File: src/hdl/pfp_params.svh
// Register offsets, field positions and reset values of the port slice
`ifndef PFP_PARAMS_SVH
`define PFP_PARAMS_SVH

`define PFP_ADDR_W            8
`define PFP_DATA_W            8

`define PFP_OFF_PIN_LEVEL     8'h00
`define PFP_OFF_OUT_LATCH     8'h01
`define PFP_OFF_DIRECTION     8'h02
`define PFP_OFF_SHARED_LOW    8'h03
`define PFP_OFF_SHARED_HIGH   8'h04
`define PFP_OFF_WDT_CTRL      8'h05
`define PFP_OFF_CONFIG        8'h06

`define PFP_WDT_MAP_BIT       4
`define PFP_CFG_REMAP_BIT     0
`define PFP_PIN_SEVEN         7

`define PFP_PORT_MASK         8'hfe
`define PFP_ANSEL_LOW_MASK    8'hdf
`define PFP_ANSEL_HIGH_MASK   8'hff
`define PFP_CFG_MASK          8'h01

`define PFP_RST_LATCH         8'h00
`define PFP_RST_DIRECTION     8'hfe
`define PFP_RST_ANSEL_LOW     8'h00
`define PFP_RST_ANSEL_HIGH    8'h00
`define PFP_RST_DEFAULT_REG   8'h00
`define PFP_RST_WDT_CTRL      8'h00
`define PFP_RST_CONFIG        8'h01

`endif

File: src/hdl/pfp_pkg.sv
// Types shared by the port slice modules
`default_nettype none
package pfp_pkg;

    typedef logic [7:0] pfp_byte_t;

    typedef struct packed {
        logic [7:0] addr;
        logic [7:0] wdata;
        logic       wr;
        logic       rd;
    } pfp_bus_req_s;

    typedef struct packed {
        logic       en;
        logic       drive;
        logic       data;
    } pfp_override_s;

endpackage
`default_nettype wire

File: src/hdl/pfp_port_top.sv
// Port slice top: register file and top-pin multiplexing
//
// Operation
// [RULE1] With its direction bit at one the top pin is an input and the pin-level register bit 7 reads its sampled level.
// [RULE2] With its direction bit at zero the top pin is driven from output latch bit 7.
// [RULE3] The parallel port data bit 0 reaches the top pin only when the remap bit is zero on the large package.
// [RULE4] While the parallel port owns the top pin the direction bit is ignored and the parallel port picks the drive.
// [RULE5] Software sets the top pin's direction bit to one before using the pin as serial slave select input.
// [RULE6] Both analog-select registers appear at their shared addresses only while watchdog control bit 4 is one.
// [RULE7] Unimplemented bits, bit 0 of the port registers and bit 5 of the low analog select, read as zero.
//
// Local design decisions: the address-and-strobe port and the register addresses.
`timescale 1ns/1ns
`default_nettype none
`include "pfp_params.svh"
module pfp_port_top
    import pfp_pkg::*;
#(
    parameter int unsigned PORT_W    = 8,
    parameter bit          PKG_LARGE = 1'b1
)
(
    input  wire logic          core_clk_in,
    input  wire logic          rst_in,
    input  wire pfp_bus_req_s  bus_req_in,
    output pfp_byte_t          bus_rdata_out,
    input  wire logic [7:0]    pin_in,
    output logic [7:0]         pin_out,
    output logic [7:0]         pin_oe_n_out,
    input  wire logic          pmp_active_in,
    input  wire logic          pmp_drive_in,
    input  wire logic          pmp_data_out_in,
    output logic               pmp_data_in_out,
    output logic               serial_slave_select_out,
    output pfp_byte_t          analog_select_low_out,
    output pfp_byte_t          analog_select_high_out,
    output logic               pmp_owns_pin_out
);
    if (PORT_W != 8) begin : g_width_check
        $error("pfp_port_top supports an 8-bit port only");
    end

    pfp_byte_t     latch_q;
    pfp_byte_t     latch_d;
    pfp_byte_t     dir_q;
    pfp_byte_t     dir_d;
    pfp_byte_t     wdt_q;
    pfp_byte_t     wdt_d;
    pfp_byte_t     cfg_q;
    pfp_byte_t     cfg_d;
    pfp_byte_t     rdata_q;
    pfp_byte_t     rdata_d;
    pfp_byte_t     sample;
    pfp_byte_t     ovl_rdata;
    logic          ovl_hit;
    logic          map_analog;
    logic          pmp_owns;
    pfp_override_s ovr_seven;

    // Overlay window follows watchdog control bit 4
    assign map_analog = wdt_q[`PFP_WDT_MAP_BIT];  // [RULE6]

    // Parallel port routing onto the top pin
    assign pmp_owns = PKG_LARGE
                    & ~cfg_q[`PFP_CFG_REMAP_BIT]
                    & pmp_active_in;  // [RULE3]

    always_comb begin
        ovr_seven.en    = pmp_owns;
        ovr_seven.drive = pmp_drive_in;    // [RULE4]
        ovr_seven.data  = pmp_data_out_in;
    end

    // Register writes
    always_comb begin
        latch_d = latch_q;
        dir_d   = dir_q;
        wdt_d   = wdt_q;
        cfg_d   = cfg_q;
        if (bus_req_in.wr) begin
            case (bus_req_in.addr)
                `PFP_OFF_PIN_LEVEL: begin
                    latch_d = bus_req_in.wdata & `PFP_PORT_MASK;  // [RULE7]
                end
                `PFP_OFF_OUT_LATCH: begin
                    latch_d = bus_req_in.wdata & `PFP_PORT_MASK;  // [RULE7]
                end
                `PFP_OFF_DIRECTION: begin
                    dir_d = bus_req_in.wdata & `PFP_PORT_MASK;    // [RULE7]
                end
                `PFP_OFF_WDT_CTRL: begin
                    wdt_d = bus_req_in.wdata;
                end
                `PFP_OFF_CONFIG: begin
                    cfg_d = bus_req_in.wdata & `PFP_CFG_MASK;
                end
                default: begin
                    latch_d = latch_q;
                end
            endcase
        end
    end

    always_ff @(posedge core_clk_in or posedge rst_in) begin
        if (rst_in) begin
            latch_q <= `PFP_RST_LATCH;
            dir_q   <= `PFP_RST_DIRECTION;
            wdt_q   <= `PFP_RST_WDT_CTRL;
            cfg_q   <= `PFP_RST_CONFIG;
        end else begin
            latch_q <= latch_d;
            dir_q   <= dir_d;
            wdt_q   <= wdt_d;
            cfg_q   <= cfg_d;
        end
    end

    // Register reads, data valid the cycle after the strobe
    always_comb begin
        rdata_d = 8'h00;
        if (bus_req_in.rd) begin
            case (bus_req_in.addr)
                `PFP_OFF_PIN_LEVEL: begin
                    rdata_d = sample & `PFP_PORT_MASK;   // [RULE1] [RULE7]
                end
                `PFP_OFF_OUT_LATCH: begin
                    rdata_d = latch_q & `PFP_PORT_MASK;  // [RULE7]
                end
                `PFP_OFF_DIRECTION: begin
                    rdata_d = dir_q & `PFP_PORT_MASK;    // [RULE7]
                end
                `PFP_OFF_WDT_CTRL: begin
                    rdata_d = wdt_q;
                end
                `PFP_OFF_CONFIG: begin
                    rdata_d = cfg_q;
                end
                default: begin
                    rdata_d = ovl_hit ? ovl_rdata : 8'h00;
                end
            endcase
        end
    end

    always_ff @(posedge core_clk_in or posedge rst_in) begin
        if (rst_in) begin
            rdata_q <= 8'h00;
        end else begin
            rdata_q <= rdata_d;
        end
    end

    pfp_overlay_regs u_overlay (
        .core_clk_in    (core_clk_in),
        .rst_in         (rst_in),
        .req_in         (bus_req_in),
        .map_analog_in  (map_analog),
        .hit_out        (ovl_hit),
        .rdata_out      (ovl_rdata),
        .ansel_low_out  (analog_select_low_out),
        .ansel_high_out (analog_select_high_out)
    );

    // Pin cells for bits 1 to 7; bit 0 has no pin
    assign sample[0]       = 1'b0;
    assign pin_out[0]      = 1'b0;
    assign pin_oe_n_out[0] = 1'b1;

    for (genvar i = 1; i < 8; i++) begin : g_pin
        pfp_override_s ovr;
        if (i == `PFP_PIN_SEVEN) begin : g_top
            assign ovr = ovr_seven;
        end else begin : g_plain
            assign ovr = '0;
        end
        pfp_pin_cell u_cell (
            .core_clk_in  (core_clk_in),
            .rst_in       (rst_in),
            .pin_in       (pin_in[i]),
            .dir_in       (dir_q[i]),
            .latch_in     (latch_q[i]),
            .ovr_in       (ovr),
            .pin_out      (pin_out[i]),
            .pin_oe_n_out (pin_oe_n_out[i]),
            .sample_out   (sample[i])
        );
    end

    // Sampled top pin feeds the parallel port and the serial slave select
    assign pmp_data_in_out         = sample[`PFP_PIN_SEVEN];
    assign serial_slave_select_out = sample[`PFP_PIN_SEVEN];  // [RULE5]
    assign pmp_owns_pin_out        = pmp_owns;
    assign bus_rdata_out           = rdata_q;
endmodule
`default_nettype wire

File: src/hdl/pfp_pin_cell.sv
// One port pin: drive selection and input sampling
`timescale 1ns/1ns
`default_nettype none
module pfp_pin_cell
    import pfp_pkg::*;
(
    input  wire logic          core_clk_in,
    input  wire logic          rst_in,
    input  wire logic          pin_in,
    input  wire logic          dir_in,
    input  wire logic          latch_in,
    input  wire pfp_override_s ovr_in,
    output logic               pin_out,
    output logic               pin_oe_n_out,
    output logic               sample_out
);
    logic sample_q;
    logic sample_d;

    always_comb begin
        sample_d = pin_in;
    end

    always_ff @(posedge core_clk_in or posedge rst_in) begin
        if (rst_in) begin
            sample_q <= 1'b0;
        end else begin
            sample_q <= sample_d;
        end
    end

    always_comb begin
        if (ovr_in.en) begin
            pin_out      = ovr_in.data;
            pin_oe_n_out = ~ovr_in.drive;   // [RULE4]
        end else begin
            pin_out      = latch_in;        // [RULE2]
            pin_oe_n_out = dir_in;          // [RULE1]
        end
    end

    assign sample_out = sample_q;
endmodule
`default_nettype wire

File: src/hdl/pfp_overlay_regs.sv
// Analog-select registers overlaid on two default registers
`timescale 1ns/1ns
`default_nettype none
`include "pfp_params.svh"
module pfp_overlay_regs
    import pfp_pkg::*;
(
    input  wire logic         core_clk_in,
    input  wire logic         rst_in,
    input  wire pfp_bus_req_s req_in,
    input  wire logic         map_analog_in,
    output logic              hit_out,
    output pfp_byte_t         rdata_out,
    output pfp_byte_t         ansel_low_out,
    output pfp_byte_t         ansel_high_out
);
    pfp_byte_t ansel_low_q;
    pfp_byte_t ansel_low_d;
    pfp_byte_t ansel_high_q;
    pfp_byte_t ansel_high_d;
    pfp_byte_t dflt_low_q;
    pfp_byte_t dflt_low_d;
    pfp_byte_t dflt_high_q;
    pfp_byte_t dflt_high_d;
    logic      sel_low;
    logic      sel_high;

    assign sel_low  = (req_in.addr == `PFP_OFF_SHARED_LOW);
    assign sel_high = (req_in.addr == `PFP_OFF_SHARED_HIGH);
    assign hit_out  = sel_low | sel_high;

    always_comb begin
        ansel_low_d  = ansel_low_q;
        ansel_high_d = ansel_high_q;
        dflt_low_d   = dflt_low_q;
        dflt_high_d  = dflt_high_q;
        if (req_in.wr) begin
            if (map_analog_in) begin                                  // [RULE6]
                if (sel_low) begin
                    ansel_low_d = req_in.wdata & `PFP_ANSEL_LOW_MASK;  // [RULE7]
                end
                if (sel_high) begin
                    ansel_high_d = req_in.wdata & `PFP_ANSEL_HIGH_MASK;
                end
            end else begin
                if (sel_low) begin
                    dflt_low_d = req_in.wdata;
                end
                if (sel_high) begin
                    dflt_high_d = req_in.wdata;
                end
            end
        end
    end

    always_ff @(posedge core_clk_in or posedge rst_in) begin
        if (rst_in) begin
            ansel_low_q  <= `PFP_RST_ANSEL_LOW;
            ansel_high_q <= `PFP_RST_ANSEL_HIGH;
            dflt_low_q   <= `PFP_RST_DEFAULT_REG;
            dflt_high_q  <= `PFP_RST_DEFAULT_REG;
        end else begin
            ansel_low_q  <= ansel_low_d;
            ansel_high_q <= ansel_high_d;
            dflt_low_q   <= dflt_low_d;
            dflt_high_q  <= dflt_high_d;
        end
    end

    always_comb begin
        rdata_out = 8'h00;
        if (sel_low) begin
            rdata_out = map_analog_in ? ansel_low_q : dflt_low_q;    // [RULE6]
        end else if (sel_high) begin
            rdata_out = map_analog_in ? ansel_high_q : dflt_high_q;  // [RULE6]
        end
    end

    assign ansel_low_out  = ansel_low_q;
    assign ansel_high_out = ansel_high_q;
endmodule
`default_nettype wire

File: config.mk
export PLATFORM = sky130hd
export DESIGN_NAME = pfp_port_top
export DESIGN_NICKNAME = d
export VERILOG_FILES = /design/src/hdl/pfp_pkg.sv /design/src/hdl/pfp_port_top.sv /design/src/hdl/pfp_pin_cell.sv /design/src/hdl/pfp_overlay_regs.sv
export VERILOG_INCLUDE_DIRS = /design/src /design/src/hdl
export SDC_FILE = /design/constraint.sdc
export NUM_CORES = 1
export LEC_CHECK = 0
export ABC_CLOCK_PERIOD_IN_PS = 2200
export BUFFER_PORTS_ARGS = -buffer_cell sky130_fd_sc_hd__buf_2
export CELL_PAD_IN_SITES_DETAIL_PLACEMENT = 0
export CELL_PAD_IN_SITES_GLOBAL_PLACEMENT = 1
export CORE_MARGIN = 4
export CORE_UTILIZATION = 40
export CTS_CLUSTER_SIZE = 40
export DETAILED_ROUTE_END_ITERATION = 8
export PLACE_DENSITY = 0.8
export SYNTH_ARGS = -nofsm -noshare
export SYNTH_HDL_FRONTEND = slang
export SYNTH_SLANG_ARGS = --single-unit
export TNS_END_PERCENT = 1
File: constraint.sdc
create_clock -name core_clk_in -period 2.2 [get_ports core_clk_in]
set_input_delay 0.33 -clock core_clk_in [delete_from_list [all_inputs] [get_ports core_clk_in]]
set_output_delay 0.33 -clock core_clk_in [all_outputs]
set_load 0.01 [all_outputs]
* Word level (Yosys, flattened, before mapping)
Index checks and enable logic that the tools add are counted.
** Word-level totals
- Input bits :: 31
- Word-level logic and storage cells :: 46
- Bits in registers :: 69
- Output and inout port bits :: 43
** Cells by class
- Bitwise gates (word level) :: 5
- Reductions and logical operators :: 10
- Equality and inequality tests :: 6
- Multiplexer cells :: 9
** Operators by type and width (count)
- 2-to-1 mux 8 bit :: 6
- one-hot mux 8 bit (5 select lines) :: 1
- == test 8 x 3 -> 1 bit (second input constant) :: 3
- == test 8 x 2 -> 1 bit (second input constant) :: 2
- AND reduction 3 bit :: 4
- == test 8 x 1 -> 1 bit (second input constant) :: 1
- logical NOT 8 bit :: 1
- AND reduction 2 bit :: 4
- NOT 1 bit :: 3
- 2-to-1 mux 1 bit :: 2
- OR reduction 2 bit :: 1
- AND 1 bit :: 1
- OR 1 bit :: 1

* Longest topological paths before layout
Gate-level depths: netlist (run 1).
- Depth in word-level cells :: 6
- Depth in mapped cells :: 5
- Mapped depth without buffers :: 3

* Hierarchy
A second synthesis (run 1) with hierarchy kept.
** Second synthesis, totals
- Cell total of the unflattened synthesis :: 283
- Area total of the unflattened synthesis :: 3563.4 sq um
** Modules (own cells, without submodules)
- pfp_port_top :: area each 1621.6 sq um, sequential area each 785.8 sq um, cells an instance 133, times used 1
- pfp_overlay_regs :: area each 1539.0 sq um, sequential area each 775.7 sq um, cells an instance 115, times used 1
- pfp_pin_cell :: area each 57.6 sq um, sequential area each 25.0 sq um, cells an instance 5, times used 7

* Least setup slack after synthesis (run 1)
Ideal clock, no wire load.
- Path kind :: input -> register
- From :: input port bus_req_in[15] in the netlist's numbering
- To :: register u_overlay.ansel_high_q[0] (netlist: u_overlay.ansel_high_out[0])
- Cell stages on the path :: 5
- Arrival :: 1.913 ns
- Buffers on the path :: 2
- Required time :: 2.075 ns
- Setup time :: 0.125 ns
- Slack :: 0.161 ns
- Cell sequence :: or4_4 buf_6 or4_4 buf_6 mux2_4
** Between the ends
- Word-level cells in the longest chain between the ends :: 2
** Ends and longest elaborated chain
- from (decl) :: RTL line pfp_port_top.sv:25 : input wire pfp_bus_req_s bus_req_in,
- == test 8 x 3 -> 1 bit (no line)
- AND reduction 3 bit (no line)
- to (signal assigned) :: RTL line pfp_overlay_regs.sv:59 : ansel_high_q <= `PFP_RST_ANSEL_HIGH;
- to (signal assigned) :: RTL line pfp_overlay_regs.sv:64 : ansel_high_q <= ansel_high_d;
- to (decl) :: RTL line pfp_overlay_regs.sv:19 : pfp_byte_t ansel_high_q;
No other way between the ends.
A chain may end at the register's enable or synchronous reset.

* Final worst setup path (run 1)
- From :: input port bus_req_in[15] in the netlist's numbering
- To :: register latch_q[2]
** Between the ends
- Word-level cells in the longest chain between the ends :: 3
- Elaborated cells between the ends (all ways) :: 4
- Those cells by class :: 1 x eq/ne; 3 x reduce/logical
** Ends and longest elaborated chain
- == test 8 x 1 -> 1 bit / logical NOT 8 bit (equally long branches) :: RTL line pfp_port_top.sv:81 : case (bus_req_in.addr)
- OR reduction 2 bit (no line) *
- AND reduction 2 bit (no line) *
- to (signal assigned) :: RTL line pfp_port_top.sv:106 : latch_q <= `PFP_RST_LATCH;
- to (signal assigned) :: RTL line pfp_port_top.sv:111 : latch_q <= latch_d;
- to (decl) :: RTL line pfp_port_top.sv:43 : pfp_byte_t latch_q;
Every way passes the cells marked *; elsewhere a longest branch is shown, timed or not.

==> results.cfg, run 1 <==
[synth]
synth-seq-cells = 69
syn_avg_cell_area_um2 = 14.2
synth_simple_gate_area_share_pct = 6.09
synth_ff_type = dfrtp_1
synth_compound_area_share_pct = 4.82
synth_xor_area_share_pct = 0
netlist_area_um2 = 3350
synth-edff-count = 0
synthDistinctLibCells = 26
yosysWarnings = 0
async_flop_share_pct = 100
muxShareOfSynthArea_pct = 29.9
synth_top_family_by_area = multiplexers
synthCells = 236
synth_adder_area_share_pct = 0
ys_seq_area_share_pct = 51.9

[route]
dr.pass1.iters = 4
routed_via_density = 5.08
drtIter0Drc = 64
ant_nets = 0
drc = 0
wl_per_cell_um = 18.1
wirelength_um = 7460
vias = 2096

[critical_path]
r2r-start = wdt_q[4]$_DFFE_PP0P_
critPathKind = in2reg
endpoint_kind = flip-flop
worstPathRequired_ns = 2.42
crit_arrival_ns = 2.01
max_stage_delay_ns = 0.66
slowest_stage = or4_1
r2r_end = u_overlay.dflt_low_q[6]$_DFFE_PP0P_
critPathTopFamily = simple AND/OR/NAND/NOR gates
cp_num_cells = 4
cp_cell_sequence = buf_2, or4_4, or4_1, mux2_2
cp_max_fo = 7
path_buf_inv = 1
reg2reg_depth = 4
startpoint_type = input pin
r2r_slack_ns = 0.61

[grt]
grt_max_degree = 70
antenna_found_initial = 0
grtUsageMet2_pct = 23.6
grt_pass1_vias = 2209
busiest_layer = met2
grt_use_met3_pct = 4.91
grt_pass1_wl_um = 11800
grt_use_total_pct = 15.8
use_met1_pct = 21.7
overflow = 0

[floorplan]
rows = 33
dieArea_um2 = 9900
die_w_um = 99.5
die_h_um = 99.5
pin_count = 74
start_util_pct = 41.0
coreArea_um2 = 8180

[sta]
clock.fmax_mhz = 560
fin_skew_ns = 0.0122
setup_viol = 0
fin_crit_sh_pct = 81.2
slew_viol_final = 0
hold_viol = 0
finalSetupTns_ns = 0
rsz0062_at_grt = false
min_period_ns = 1.79

[cts]
post_cts_buffers = 0
ctsRootBufferMaster = clkbuf_8
ctsHoldBuffers = 0
insertion_delay_ns = 0.34
cts_resized = 0
cts_max_level = 3
cts_tree = built
clockBufferDepth = 2
cts_made_buffers = 9
clk_pin_slew_ns = 0.07
cts.sinks = 69

[placed_design]
portBuffers = 69
gp_congestion = 0.757
dp.cells = 397
hpwl_um = 5090

[outcome]
outcome = complete, no violations

[finish]
nets = 334
finalNonFillerCells = 413
drive_above_1_share_pct = 57.1
syn2layout_area_growth_pct = 18.7
antenna_cells = 0

[power_and_ir_drop]
powerDensity_nw_per_um2 = 689
ir_worst_vdd_mv = 0.395
p_total_mw = 2.74
leakagePower_nw = 2.02

[run]
max_cap_violations = 0

[worst_hold_path]
hold_class = in2async
## worst reg2reg max path: cells and delay by family (launching register included)
family,cells,cell delay [ns]
buf+inv,2,0.41
mux,1,0.34
simple gates,1,0.32
flops,1,0.40
## cell usage after synthesis, types with 2 or more instances
| library cell | n | area [um^2] |
|---|---|---|
| buf_4 | 18 | 135 |
| buf_1 | 2 | 7.51 |
| o21a_1 | 8 | 60.1 |
| mux2_4 | 22 | 330 |
| conb_1 | 2 | 7.51 |
| buf_6 | 4 | 45.0 |
| nor4_4 | 3 | 63.8 |
| buf_2 | 3 | 15.0 |
| nand3b_1 | 4 | 30.0 |
| dfstp_2 | 8 | 210 |
| clkbuf_1 | 4 | 15.0 |
| nand2b_1 | 3 | 18.8 |
| inv_1 | 5 | 18.8 |
| dfrtp_1 | 61 | 1530 |
| mux2_2 | 33 | 372 |
| o22ai_1 | 14 | 87.6 |
| mux2i_1 | 30 | 300 |
| or4_4 | 4 | 45.0 |
## cell usage in the layout (no fill, tap or decap), types with 3 or more instances in the layout
cell type,synthesis,layout
buf_2,3,69
buf_4,18,16
o22ai_1,14,14
dfstp_2,8,8
inv_1,5,4
dfrtp_1,61,61
clkbuf_8,0,10
o21a_1,8,8
mux2_2,33,33
or4_4,4,4
nand3b_1,4,4
conb_1,2,3
mux2_4,22,22
nor4_4,3,3
nand2b_1,3,3
mux2i_1,30,30
## kinds of logic after synthesis
group	after synthesis
AOI/OAI and AO/OA	24
buffers and inverters	36
muxes	85
and+or+nand+nor	20
DFF	69
other	2
## flip-flops by register name (all words and copies together), names as in the netlist
name	flops
bus_rdata_out	8
u_overlay.ansel_high_out	8
u_overlay.dflt_high_q	8
u_overlay.dflt_low_q	8
wdt_q	8
dir_q	7
g_pin.u_cell.sample_out	7
latch_q	7
u_overlay.ansel_low_out	7
cfg_q	1
## worst max-delay path by stage
stage	start	end	slack (ns)
after floorplan	rst_in	bus_rdata_out[0]$_DFF_PP0_	0.14
after global placement	bus_req_in[15]	latch_q[5]$_DFFE_PP0P_	0.09
after detailed placement	bus_req_in[15]	latch_q[1]$_DFFE_PP0P_	0.06
after CTS	cfg_q[0]$_DFFE_PP1P_	pin_out[7]	0.39
after global routing	cfg_q[0]$_DFFE_PP1P_	pin_out[7]	0.34
final	bus_req_in[15]	latch_q[2]$_DFFE_PP0P_	0.41
## layer usage
metal | share of wire, % | vias up
met1 | 46 | 1060
li1 | - | 964
met4 | 1.5 | 0
met3 | 6.2 | 10
met2 | 46 | 62
met5 | 0 | -
## metrics by stage
step	hold WS, ns	setup WS, ns	utilization, %	cell area (um^2)
final	0.0566	0.414	48.6	3980
after global routing	0.0639	0.337	48.6	3980
after CTS	0.0553	0.392	48.6	3980
after detailed placement	0.436	0.0611	45.9	3750
after global placement	0.431	0.0904	45.9	3750
after floorplan	0.361	0.143	-	3350
## area by class of cell
| class | count | area, um^2 |
|---|---|---|
| clock buffers | 10 | 138 |
| repair buffers | 86 | 485 |
| inverters | 5 | 18.8 |
| well taps | 105 | 131 |
| multi-input cells | 132 | 1380 |
| flip-flops and latches | 69 | 1740 |
| clock inverters | 6 | 86.3 |
| fillers | 764 | 4200 |
## power by group
part | switching [mW] | leakage, nW | internal [mW]
Combinational | 0.132 | 0.991 | 0.113
Sequential | 0.0275 | 0.912 | 1.32
Clock | 0.478 | 0.112 | 0.667
Total | 0.638 | 2.02 | 2.10
Power figures use the tool's default switching activity.
==> run 2, diff against run 1 <==
Settings changed: ABC_CLOCK_PERIOD_IN_PS 2200 to 1600.
Clock period 2.2 ns to 1.6 ns, I/O delays scaled along.
==> run 2 against run 1 <==
  * The run now ends with setup timing left
  * Sequential power grew 37%
  * Routed wire length increased by 2.0%
  * Hold slack gained 0.14 ns
  * Flip-flop and latch count stayed put
  * First-iteration DRC count is 17% higher
  * Clock skew down 0.0056 ns
  * Utilization grew 2.2 points
  * Register-to-register slack lost 0.59 ns
  * Sequential share of layout area down 1.9 points
  * Clock power increased by 27%
  * Largest cell class unchanged
  * Largest power group unchanged
==> results.cfg, run 2 (synthesis gave the netlist of run 1 again) <==
[route]
ant_nets = 0
dr.pass1.iters = 4
routed_via_density = 4.97
vias = 2139
wirelength_um = 7610
drtIter0Drc = 75
drc = 0
wl_per_cell_um = 17.7

[sta]
setup_viol = 11
worst_hold_slack_ns = 0.193
min_period_ns = 1.63
rsz0062_at_grt = true
fin_crit_sh_pct = 102
worst_slack_ns = -0.0290
slew_viol_final = 0
fin_skew_ns = 0.00667
finalSetupTns_ns = -0.197
hold_viol = 0
clock.fmax_mhz = 614

[critical_path]
max_stage_delay_ns = 0.63
reg2reg_depth = 4
r2r_end = u_overlay.dflt_low_q[2]$_DFFE_PP0P_
cp_common_cell = or4_4
cp_cell_sequence = buf_6, or4_4, or4_4, mux2_4
worstPathRequired_ns = 1.83
r2r-start = wdt_q[4]$_DFFE_PP0P_
critPathKind = in2reg
slowest_stage = or4_4
cp_max_fo = 7
crit_arrival_ns = 1.86
r2r_slack_ns = 0.02
endpoint_kind = flip-flop
startpoint_type = input pin

[grt]
overflow = 0
grt_max_degree = 57
grt_pass1_vias = 2239
grt_use_total_pct = 16.4
grt_pass1_wl_um = 12200
antenna_found_initial = 0

[placed_design]
portBuffers = 69
place_area_um2 = 3830
gp_congestion = 0.789
dp.cells = 405
hpwl_um = 5240

[worst_hold_path]
hold_path_end = dir_q[5]$_DFFE_PP1P_
hold_class = in2reg
hold_start = bus_req_in[7]
hold_path_depth = 2

[outcome]
outcome = finished, violations left
violations = setup timing

[cts]
cts_max_level = 3
clockBufferDepth = 2
ctsRootBufferMaster = clkbuf_8
cts.sinks = 69
insertion_delay_ns = 0.35
clk_pin_slew_ns = 0.08
cts_tree = built
cts_made_buffers = 9

[floorplan]
coreArea_um2 = 8180
rows = 33
dieArea_um2 = 9900
die_w_um = 99.5
start_util_pct = 41.0
pin_count = 74
die_h_um = 99.5

[finish]
final_common_cell = buf_2
syn2layout_area_growth_pct = 24.1
final_cell_area_um2 = 4150
antenna_cells = 0
finalNonFillerCells = 430
nets = 351
final_cell_mix = buf_2 (67), dfrtp_1 (60), mux2_2 (31)
drive_above_1_share_pct = 57.8
fillers = 723

[power_and_ir_drop]
powerDensity_nw_per_um2 = 888
ir_worst_vdd_mv = 0.378
leakagePower_nw = 2.09

[run]
max_cap_violations = 0
run 2: cell count changes in the layout (fill, tap and decap cells not counted), moves of 2 or more:
cell and change:
clkinvlp_4 +2, buf_4 +7, mux2_2 -2, buf_6 +3, inv_6 +3, mux2_4 +2, buf_2 -2, clkinv_2 -2
dlygate4sd3_1 +8
run 2: final cells by class:
cell class	instances	area, um^2	share of cell area, %
repair buffers	103	662	15.9
inverters	5	22.5	0.542
clock inverters	7	80.1	1.93
well taps	105	131	3.16
clock buffers	9	124	2.98
flip-flops and latches	69	1740	41.8
multi-input cells	132	1400	33.6
run 2: per-stage QoR:
step	power, mW	setup WS, ns	util (%)
global route	3.86	-0.0456	50.8
detailed placement	2.24	-0.426	46.8
global placement	2.23	-0.397	46.8
CTS	3.73	-0.0346	50.5
floorplan	2.12	-0.349	-
finish	3.69	-0.0290	50.8
run 2: repair_timing:
item                       in CTS  in global routing
buffers inserted                0                  1
resized for setup               4                  6
hold endpoints to repair       18                  0
hold buffers                    8                  0
pin swaps                       3                  1
setup endpoints to repair      23                 30
run 2: worst max-delay path: cells and delay by family:
| kind | cells | cell delay [ns] |
|---|---|---|
| mux | 1 | 0.33 |
| simple gates | 2 | 1.20 |
| buf+inv | 1 | 0.09 |
run 2: per-layer routing:
layer | vias to the layer above | GRT usage, % | part of all wire (%)
li1 | 1001 | - | -
met1 | 1062 | 22.5 | 46
met2 | 68 | 24.5 | 46
met3 | 8 | 5.05 | 7.0
met4 | 0 | 6.41 | 1.4
met5 | - | 0 | 0
run 2: where the power goes:
group          switching (mW)  total, mW  internal [mW]
Combinational           0.189      0.378          0.189
Sequential             0.0381       1.85           1.81
Clock                   0.723       1.46          0.738
Total                   0.950       3.69           2.74
run 2: worst max path at each step:
stage,start,end,slack (ns),cells past startpoint
final,bus_req_in[16],u_overlay.ansel_low_out[0]$_DFFE_PP0P_,-0.03,4
after global routing,cfg_q[0]$_DFFE_PP1P_,pin_out[7],-0.05,3
after detailed placement,bus_req_in[15],u_overlay.dflt_low_q[6]$_DFFE_PP0P_,-0.43,6
after global placement,bus_req_in[15],u_overlay.dflt_low_q[3]$_DFFE_PP0P_,-0.40,6
after CTS,cfg_q[0]$_DFFE_PP1P_,pin_out[7],-0.03,3
after floorplan,bus_req_in[15],u_overlay.ansel_high_out[0]$_DFFE_PP0P_,-0.35,5
